===== src/design/irq_mask_pkg.sv =====
package irq_mask_pkg;

   // ----------------------------------------
   // special-function addresses, visible on every page
   // ----------------------------------------
   localparam logic [7:0] addr_mask_one = 8'he6;
   localparam logic [7:0] addr_mask_two = 8'he7;

   // ----------------------------------------
   // reset values
   // ----------------------------------------
   localparam logic [7:0] reset_mask_one = 8'h00;
   localparam logic [7:0] reset_mask_two = 8'h00;

   // ----------------------------------------
   // field positions, first mask register
   // ----------------------------------------
   localparam int pos_counter_array_irq_en = 3;
   localparam int pos_adc_a_window_irq_en = 2;
   localparam int pos_smbus_irq_en = 1;
   localparam int pos_spi_irq_en = 0;

   // ----------------------------------------
   // field positions, second mask register
   // ----------------------------------------
   localparam int pos_two_reserved = 7;
   localparam int pos_uart_b_irq_en = 6;
   localparam int pos_can_irq_en = 5;
   localparam int pos_adc_c_done_irq_en = 4;
   localparam int pos_adc_c_window_irq_en = 3;
   localparam int pos_timer_four_irq_en = 2;
   localparam int pos_adc_a_done_irq_en = 1;
   localparam int pos_timer_three_irq_en = 0;

   // pending flags of the gated sources, one bit each
   typedef struct packed {
      logic counter_array;
      logic adc_a_window;
      logic smbus;
      logic spi;
      logic uart_b;
      logic can;
      logic adc_c_done;
      logic adc_c_window;
      logic timer_four;
      logic adc_a_done;
      logic timer_three;
   } irq_src_type;

   // special-function register access from the core
   typedef struct packed {
      logic [7:0] addr;
      logic [7:0] wdata;
      logic wr;
      logic rd;
   } sfr_req_type;

endpackage : irq_mask_pkg


===== src/design/extended_interrupt_enable_regs.sv =====
`timescale 1ns/10ps
`default_nettype none

module extended_interrupt_enable_regs
   import irq_mask_pkg::*;
#(
   parameter bit has_adc_c = 1'b1
) (
   input wire logic clk,
   input wire logic rst_b,
   input wire sfr_req_type sfr_req,
   output logic sfr_hit,
   output logic [7:0] sfr_rdata,
   input wire irq_src_type src_flag,
   output var irq_src_type irq_req,
   output logic [7:0] interrupt_mask_one,
   output logic [7:0] interrupt_mask_two
);

   // ----------------------------------------
   // widths and decoding
   // ----------------------------------------
   localparam int mask_width = 8;
   localparam int field_count_one = 4;
   localparam int field_count_two = 8;

   // one-hot image of a field position; an out-of-range position yields nothing
   function automatic logic [7:0] field_bit(input int pos);
      logic [7:0] image;
      image = 8'h00;
      if (pos >= 0 && pos < mask_width) begin
         image[pos] = 1'h1;
      end
      return image;
   endfunction : field_bit

   // address decode is shared by write, read and hit, so it is defined once
   function automatic logic hits_mask_one(input logic [7:0] addr);
      return addr == addr_mask_one;
   endfunction : hits_mask_one

   function automatic logic hits_mask_two(input logic [7:0] addr);
      return addr == addr_mask_two;
   endfunction : hits_mask_two

   // a request passes only while flag and enable are both high; the flag itself is never written
   function automatic logic gate_request(input logic flag, input logic enable);
      return flag & enable;
   endfunction : gate_request

   // ----------------------------------------
   // elaboration checks
   // ----------------------------------------
   localparam logic [7:0] used_one = field_bit(pos_counter_array_irq_en) | field_bit(pos_adc_a_window_irq_en)
      | field_bit(pos_smbus_irq_en) | field_bit(pos_spi_irq_en);
   localparam logic [7:0] used_two = field_bit(pos_two_reserved) | field_bit(pos_uart_b_irq_en)
      | field_bit(pos_can_irq_en) | field_bit(pos_adc_c_done_irq_en)
      | field_bit(pos_adc_c_window_irq_en) | field_bit(pos_timer_four_irq_en)
      | field_bit(pos_adc_a_done_irq_en) | field_bit(pos_timer_three_irq_en);

   // a field outside the byte or two fields on one bit would leave a source ungated
   if ($countones(used_one) != field_count_one) begin : g_bad_fields_one
      $error("mask one field positions overlap or leave the byte");
   end
   if ($countones(used_two) != field_count_two) begin : g_bad_fields_two
      $error("mask two field positions overlap or leave the byte");
   end
   if (addr_mask_one == addr_mask_two) begin : g_bad_addr
      $error("both mask registers decode at one address");
   end

   // ----------------------------------------
   // access decode
   // ----------------------------------------
   // the page register is not an input: both addresses decode on every page
   logic wr_mask_one;
   logic wr_mask_two;
   logic rd_strobe;

   assign wr_mask_one = sfr_req.wr && hits_mask_one(sfr_req.addr);
   assign wr_mask_two = sfr_req.wr && hits_mask_two(sfr_req.addr);
   assign rd_strobe = sfr_req.rd;
   assign sfr_hit = hits_mask_one(sfr_req.addr) || hits_mask_two(sfr_req.addr);

   // ----------------------------------------
   // mask one
   // ----------------------------------------
   // bits 7 to 4 are plain storage here: they read back but steer nothing
   logic [7:0] mask_one_reg;
   logic [7:0] mask_one_next;

   always_comb begin
      mask_one_next = mask_one_reg;
      if (wr_mask_one) begin
         mask_one_next = sfr_req.wdata;
      end
   end

   always_ff @(posedge clk or negedge rst_b) begin
      if (!rst_b) begin
         mask_one_reg <= reset_mask_one;
      end else begin
         mask_one_reg <= mask_one_next;
      end
   end

   // ----------------------------------------
   // mask two
   // ----------------------------------------
   // bit 7 is stored and read back, but no source hangs on it
   logic [7:0] mask_two_reg;
   logic [7:0] mask_two_next;

   always_comb begin
      mask_two_next = mask_two_reg;
      if (wr_mask_two) begin
         mask_two_next = sfr_req.wdata;
      end
   end

   always_ff @(posedge clk or negedge rst_b) begin
      if (!rst_b) begin
         mask_two_reg <= reset_mask_two;
      end else begin
         mask_two_reg <= mask_two_next;
      end
   end

   // ----------------------------------------
   // read data
   // ----------------------------------------
   // registered read data: valid the edge after the strobe, held until the next read
   logic [7:0] rdata_reg;
   logic [7:0] rdata_next;

   always_comb begin
      rdata_next = rdata_reg;
      if (rd_strobe) begin
         if (hits_mask_one(sfr_req.addr)) begin
            rdata_next = mask_one_reg;
         end else if (hits_mask_two(sfr_req.addr)) begin
            rdata_next = mask_two_reg;
         end else begin
            rdata_next = 8'h00;
         end
      end
   end

   always_ff @(posedge clk or negedge rst_b) begin
      if (!rst_b) begin
         rdata_reg <= 8'h00;
      end else begin
         rdata_reg <= rdata_next;
      end
   end

   // ----------------------------------------
   // outputs
   // ----------------------------------------
   assign sfr_rdata = rdata_reg;
   assign interrupt_mask_one = mask_one_reg;
   assign interrupt_mask_two = mask_two_reg;

   // ----------------------------------------
   // enable fields
   // ----------------------------------------
   logic counter_array_irq_en;
   logic adc_a_window_irq_en;
   logic smbus_irq_en;
   logic spi_irq_en;
   logic uart_b_irq_en;
   logic can_irq_en;
   logic adc_c_done_irq_en;
   logic adc_c_window_irq_en;
   logic timer_four_irq_en;
   logic adc_a_done_irq_en;
   logic timer_three_irq_en;

   assign counter_array_irq_en = mask_one_reg[pos_counter_array_irq_en];
   assign adc_a_window_irq_en = mask_one_reg[pos_adc_a_window_irq_en];
   assign smbus_irq_en = mask_one_reg[pos_smbus_irq_en];
   assign spi_irq_en = mask_one_reg[pos_spi_irq_en];
   // without the third converter its enables still store, but they gate nothing
   assign adc_c_done_irq_en = has_adc_c && mask_two_reg[pos_adc_c_done_irq_en];
   assign adc_c_window_irq_en = has_adc_c && mask_two_reg[pos_adc_c_window_irq_en];
   assign uart_b_irq_en = mask_two_reg[pos_uart_b_irq_en];
   assign can_irq_en = mask_two_reg[pos_can_irq_en];
   assign timer_four_irq_en = mask_two_reg[pos_timer_four_irq_en];
   assign adc_a_done_irq_en = mask_two_reg[pos_adc_a_done_irq_en];
   assign timer_three_irq_en = mask_two_reg[pos_timer_three_irq_en];

   // ----------------------------------------
   // request gating, purely combinational so flags are never altered
   // ----------------------------------------
   always_comb begin
      irq_req.counter_array = gate_request(src_flag.counter_array, counter_array_irq_en);
      irq_req.adc_a_window = gate_request(src_flag.adc_a_window, adc_a_window_irq_en);
      irq_req.smbus = gate_request(src_flag.smbus, smbus_irq_en);
      irq_req.spi = gate_request(src_flag.spi, spi_irq_en);
      irq_req.uart_b = gate_request(src_flag.uart_b, uart_b_irq_en);
      irq_req.can = gate_request(src_flag.can, can_irq_en);
      irq_req.adc_c_done = gate_request(src_flag.adc_c_done, adc_c_done_irq_en);
      irq_req.adc_c_window = gate_request(src_flag.adc_c_window, adc_c_window_irq_en);
      irq_req.timer_four = gate_request(src_flag.timer_four, timer_four_irq_en);
      irq_req.adc_a_done = gate_request(src_flag.adc_a_done, adc_a_done_irq_en);
      irq_req.timer_three = gate_request(src_flag.timer_three, timer_three_irq_en);
   end

endmodule : extended_interrupt_enable_regs

`default_nettype wire


===== config.mk =====
export PLATFORM = sky130hd
export DESIGN_NAME = extended_interrupt_enable_regs
export DESIGN_NICKNAME = d
export VERILOG_FILES = /design/src/design/irq_mask_pkg.sv /design/src/design/extended_interrupt_enable_regs.sv
export SDC_FILE = /design/constraint.sdc
export NUM_CORES = 1
export LEC_CHECK = 0
export ABC_AREA = 0
export BUFFER_PORTS_ARGS = -buffer_cell sky130_fd_sc_hd__buf_2
export CAP_MARGIN = 30
export CORE_UTILIZATION = 42
export CTS_CLUSTER_SIZE = 10
export DETAILED_ROUTE_END_ITERATION = 8
export PLACE_DENSITY = 0.78
export SYNTH_ARGS = -nofsm -noshare
export SYNTH_HDL_FRONTEND = slang
export SYNTH_SLANG_ARGS = --single-unit

===== constraint.sdc =====
create_clock -name clk -period 1.7 [get_ports clk]
set_clock_uncertainty 0.05 [all_clocks]
set_input_delay 0.255 -clock clk [delete_from_list [all_inputs] [get_ports clk]]
set_output_delay 0.255 -clock clk [all_outputs]
set_load 0.1 [all_outputs]

==> results of run 1 <==
stage by stage:
step	cells	area (um^2)	power (uW)
6_report	192	1580	1210
5_1_grt	192	1580	1270
4_1_cts	192	1580	1220
3_5_place_dp	187	1530	934
3_3_place_gp	187	1530	928
2_1_floorplan	93	1150	854
cell type report:
cell class | instances | area [um^2]
clock buffer | 4 | 36.3
sequential | 24 | 614
timing repair buffer | 69 | 370
inverter | 9 | 33.8
tap | 30 | 37.5
fill | 204 | 925
multi-input combinational | 56 | 483
flip-flops by register name, indices dropped and copies added, names as in the netlist:
signal              flops
interrupt_mask_one      8
interrupt_mask_two      8
sfr_rdata               8
power groups by stage:
| stage | registers (uW) | clock network, uW | logic [uW] |
|---|---|---|---|
| 2_1_floorplan | 750 | 0 | 104 |
| 4_1_cts | 607 | 300 | 318 |
| 3_5_place_dp | 618 | 0 | 316 |
| 3_3_place_gp | 616 | 0 | 313 |
| 5_1_grt | 610 | 329 | 330 |
| 6_report | 606 | 292 | 316 |
per-layer routing:
| layer | share of wire | vias to the layer above | wire, um |
|---|---|---|---|
| met3 | 0.070 | 0 | 169 |
| li1 | - | 455 | - |
| met2 | 0.53 | 36 | 1290 |
| met4 | 0 | 0 | 0 |
| met1 | 0.40 | 442 | 956 |
| met5 | 0 | - | 0 |
path summary, 6_finish.rpt:
| kind | start | slack [ns] | depth (start not counted) | to |
|---|---|---|---|---|
| min in group asynchronous | rst_b | 0.38 | 2 | interrupt_mask_one[7] |
| max reg2reg | interrupt_mask_one[1] | 0.70 | 3 | sfr_rdata[1] |
| max in group asynchronous | rst_b | 0.85 | 2 | interrupt_mask_two[0] |
| min | sfr_req[6] | 0.13 | 2 | interrupt_mask_two[4] |
| max | interrupt_mask_one[2] | 0.14 | 2 | irq_req[9] |
| min reg2reg | sfr_rdata[3] | 0.49 | 2 | sfr_rdata[3] |
synth_stat cells:
cell type  instances  share of area
and2_1            11          0.061
and4_4             1          0.010
and4b_1            1         0.0089
buf_1              1         0.0033
buf_4              2          0.013
clkbuf_1           1         0.0033
dfrtp_1           24           0.53
inv_1              9          0.030
mux2_2            24           0.24
nand2_1            9          0.030
nand4_2            1          0.011
nor3b_2            1          0.011
o22ai_1            8          0.044
placed cells by master (no fill, tap or decap):
| cell | count |
|---|---|
| buf_12 | 1 |
| dfrtp_2 | 11 |
| buf_4 | 2 |
| mux2_2 | 24 |
| clkbuf_8 | 1 |
| nor3b_2 | 1 |
| clkbuf_4 | 3 |
| buf_2 | 65 |
| dfrtp_1 | 13 |
| dlygate4sd3_1 | 1 |
| and4b_1 | 1 |
| and2_2 | 11 |
| and4_4 | 1 |
| nand2_1 | 9 |
| inv_1 | 9 |
| o22ai_1 | 8 |
| nand4_2 | 1 |
repair_timing:
item | 4_1_cts | 5_1_grt
hold buffers | 1 | 0
gates resized for setup | 0 | 0
setup buffers | 0 | 0
hold endpoints to repair | 24 | 0
logic make-up (layout without fill, tap and decap cells):
logic type	Yosys count	count (layout)	share of synthesized area
and+or+nand+nor	24	24	0.132
DFF	24	24	0.533
buffers and inverters	13	82	0.0500
AOI/OAI and AO/OA	8	8	0.0444
muxes	24	24	0.240
==> key figures, run 1 <==
Outcome
  – Status: finished clean

Clock network
  – Worst-Skew Late Latency: 0.31 ns
  – CTS tree: built
  – Root Buffer: clkbuf_4
  – CTS HTree Levels: 1
  – Clock slew at reported path FFs: 0.12 ns
  – Total CTS buffers: 3
  – Sink Count: 24
  – Clk buf depth: 2

Final layout
  – Layout cells sized above 1: 0.747
  – Area Overhead vs Synth: 39.9%
  – Utilization after layout: 0.630
  – Antenna diodes: 0
  – Layout Nets: 194

Timing
  – Relative slew slack: 0.660
  – Highest achievable clock rate: 639 MHz
  – Max-slew violations: 0
  – Hold WS: 0.127 ns
  – # setup viols final: 0
  – Min Tclk post-route: 1.56 ns
  – Setup_tns: 0 ns
  – Final worst setup slack: 0.136 ns
  – Slew @ Worst Pin: 0.511 ns
  – Fin crit share: 0.920
  – Fin. Hold Viols: 0
  – RSZ-0062 raised after global routing: false

Die
  – Die Area: 0.00289 mm^2
  – Starting Density: 0.450
  – Die X-Extent: 53.8 um
  – Ports: 67
  – # rows: 18
  – Core area: 0.00250 mm^2
  – DIE HEIGHT: 53.8 um

Global route
  – Largest net degree at the start of global routing: 25
  – Antenna violations before repair: 0
  – Vias in the first global route: 811
  – GRT met3 Usage: 0.0593
  – GRT Overall Usage: 0.185
  – Busiest grt layer: met2
  – Met2 Use GR: 0.344
  – First-pass GRT wire length: 3.75 mm
  – Total gr overflow: 0
  – GR Util met1: 0.214

Place
  – PortBufs: 66
  – HPWL after DPL: 1.87 mm
  – Placer Congestion: 0.671
  – Dpl ws: 0.193 ns

Pwr
  – Sequential share of power: 0.499
  – Logic pwr share: 0.260
  – Worst vdd ir: 0.587 mV
  – Int Pwr: 797 uW
  – NetSw: 417 uW
  – Clock power frac: 0.240
  – Power Density: 771 mW/mm^2
  – Sw Share: 0.344
  – Leak: 0.000892 uW

Critical path
  – Worst path cell trace: and2_2 > buf_2
  – Bufs and invs on worst path: 1
  – Crit Path Max Fanout: 4
  – CP endpoint kind: output pin
  – CP max stage delay: 0.41 ns
  – Crit Path Category: reg2out
  – Startpoint types: flop
  – Worst path required time: 1.39 ns
  – Critical path arrival: 1.26 ns
  – Largest delay contributor family on the critical path: buffers and inverters
  – Critical-path top delay cell: buf_2

Route
  – Vias per inst: 4.86
  – DRC marker count from the first detailed-route iteration: 9
  – Post-Route WL: 2.42 mm
  – DR WL/cell: 12.6 um
  – Pre-antenna DRT Iters: 4
  – DRC violations left: 0
  – Vias: 933
  – DRT antenna net count: 0

Synthesis
  – Mapped Nets: 124
  – Library cells used by synthesis: 13
  – Post-Synthesis Cells: 93
  – Cell Area, Synth: 0.00113 mm^2
  – Syn. warnings: 0
  – Synth Register Bits: 24
  – Synth Area per Inst: 12.1 um^2
  – Sequential element share of the synthesized area: 0.533

Min path
  – Hold crit path type: in2reg

Flow run
  – Max Cap Viol: 0
No activity file was read; power rests on OpenSTA's default activity.
==> inputs of run 2 (changes only) <==
ABC_AREA = unset   (was 0)
PLACE_DENSITY = unset   (was 0.78)
PLACE_DENSITY_LB_ADDON = 0.15   (was unset)
==> key figures, run 2 (synthesis results as in run 1) <==
Outcome
  – Status: finished clean

Die
  – # rows: 18
  – Starting Density: 0.450
  – Die X-Extent: 53.8 um
  – Core area: 0.00250 mm^2
  – Die Area: 0.00289 mm^2
  – DIE HEIGHT: 53.8 um
  – Ports: 67

Clock network
  – Total CTS buffers: 3
  – Clock slew at reported path FFs: 0.13 ns
  – Worst-Skew Late Latency: 0.31 ns
  – Sink Count: 24
  – CTS tree: built
  – Root Buffer: clkbuf_4
  – CTS HTree Levels: 1
  – Post-CTS Hold Fix Bufs: 1
  – Clk buf depth: 2
  – Cts repair resizes: 0
  – Post-CTS setup buffers: 0

Place
  – Placed cells: 188
  – PortBufs: 66
  – Placer Congestion: 0.677
  – HPWL after DPL: 1.91 mm

Critical path
  – R2R setup slack: 0.69 ns
  – Worst path required time: 1.39 ns
  – Worst path cell trace: and2_2 > buf_2
  – Largest delay contributor family on the critical path: buffers and inverters
  – Reg-to-reg startpoint: interrupt_mask_two[3]
  – Critical-path top delay cell: buf_2
  – Startpoint types: flop
  – Crit Path Category: reg2out
  – Bufs and invs on worst path: 1
  – Critical path arrival: 1.26 ns
  – R2r endpoint: sfr_rdata[3]
  – CP max stage delay: 0.42 ns
  – Reg2Reg Depth: 3
  – CP endpoint kind: output pin
  – Crit Path Max Fanout: 4

Global route
  – Vias in the first global route: 966
  – Antenna violations before repair: 0
  – GRT Overall Usage: 0.201
  – Total gr overflow: 0
  – First-pass GRT wire length: 4.09 mm
  – Largest net degree at the start of global routing: 25

Timing
  – Hold WS: 0.128 ns
  – RSZ-0062 raised after global routing: false
  – Fin crit share: 0.923
  – Max-slew violations: 0
  – Setup_tns: 0 ns
  – Relative slew slack: 0.652
  – Highest achievable clock rate: 637 MHz
  – Slew @ Worst Pin: 0.523 ns
  – Fin. Hold Viols: 0
  – # setup viols final: 0
  – Min Tclk post-route: 1.57 ns

Route
  – DR WL/cell: 13.2 um
  – Top Metal Used: met4
  – WL met2: 1.43 mm
  – Met3 Wirelength: 133 um
  – Metal-1 WL: 963 um
  – DRT antenna net count: 0
  – DRC marker count from the first detailed-route iteration: 7
  – Vias: 954
  – Pre-antenna DRT Iters: 4
  – DRC violations left: 0
  – Post-Route WL: 2.54 mm
  – Vias per inst: 4.94

Min path
  – Worst Hold Launch: sfr_req[2]
  – Hold crit path type: in2reg
  – Endpoint, Worst Hold: interrupt_mask_two[0]
  – Hold Crit Depth: 2

Pwr
  – Power Density: 834 mW/mm^2
  – Leak: 0.000904 uW
  – Worst vdd ir: 0.710 mV

Final layout
  – Fillers: 211
  – Most common cell after layout, fill and taps aside: buf_2
  – Antenna diodes: 0
  – Layout cells sized above 1: 0.748
  – Commonest non-fill, non-tap cells in the layout: 65 x buf_2, 24 x mux2_2, 13 x dfrtp_1
  – Area Overhead vs Synth: 42.0%
  – Utilization after layout: 0.640
  – Layout Nets: 195
  – Non-filler cells in the finished layout: 193

Flow run
  – Max Cap Viol: 0
-- run 2: cell types whose count changed in the layout (fill, tap and decap cells not counted), sizes merged --
cell	previous run	this run
clkbuf	4	3
bufinv	0	1
buf	68	69
-- run 2: stage by stage --
| stage | power [uW] | area [um^2] | worst slack [ns] |
|---|---|---|---|
| 6_report | 1330 | 1600 | 0.131 |
| 5_1_grt | 1380 | 1600 | 0.0530 |
| 4_1_cts | 1350 | 1600 | 0.108 |
| 3_5_place_dp | 936 | 1540 | 0.163 |
| 3_3_place_gp | 931 | 1540 | 0.210 |
| 2_1_floorplan | 854 | 1150 | 0.0882 |
-- run 2: worst max-delay path by stage --
stage	slack (ns)	cells after the start	from	endpoint
6_report	0.13	2	interrupt_mask_one[1]	irq_req[8]
5_1_grt	0.05	2	interrupt_mask_one[3]	irq_req[10]
4_1_cts	0.11	2	interrupt_mask_one[1]	irq_req[8]
3_5_place_dp	0.16	5	sfr_req[14]	interrupt_mask_one[4]
3_3_place_gp	0.21	5	sfr_req[14]	interrupt_mask_one[3]
2_1_floorplan	0.09	3	sfr_req[14]	sfr_hit
-- run 2: per-layer routing --
| layer | track usage | up-vias |
|---|---|---|
| met5 | 0 | - |
| met4 | 0.0789 | 0 |
| met3 | 0.0339 | 2 |
| met2 | 0.387 | 33 |
| met1 | 0.212 | 463 |
| li1 | - | 456 |
-- run 2: layout make-up --
class	instances	area, um^2	share of cell area
clock buffers	3	22.5	0.0141
clock inverters	1	30.0	0.0188
inverters	9	33.8	0.0211
multi-input cells	56	483	0.302
flip-flops and latches	24	614	0.384
well taps	30	37.5	0.0235
repair buffers	70	378	0.236
-- run 2: power by group --
group	leakage, uW	switching, uW	internal (uW)
Clock	0.0000279	170	238
Sequential	0.000315	14.4	591
Combinational	0.000561	243	76.1
Total	0.000904	428	906
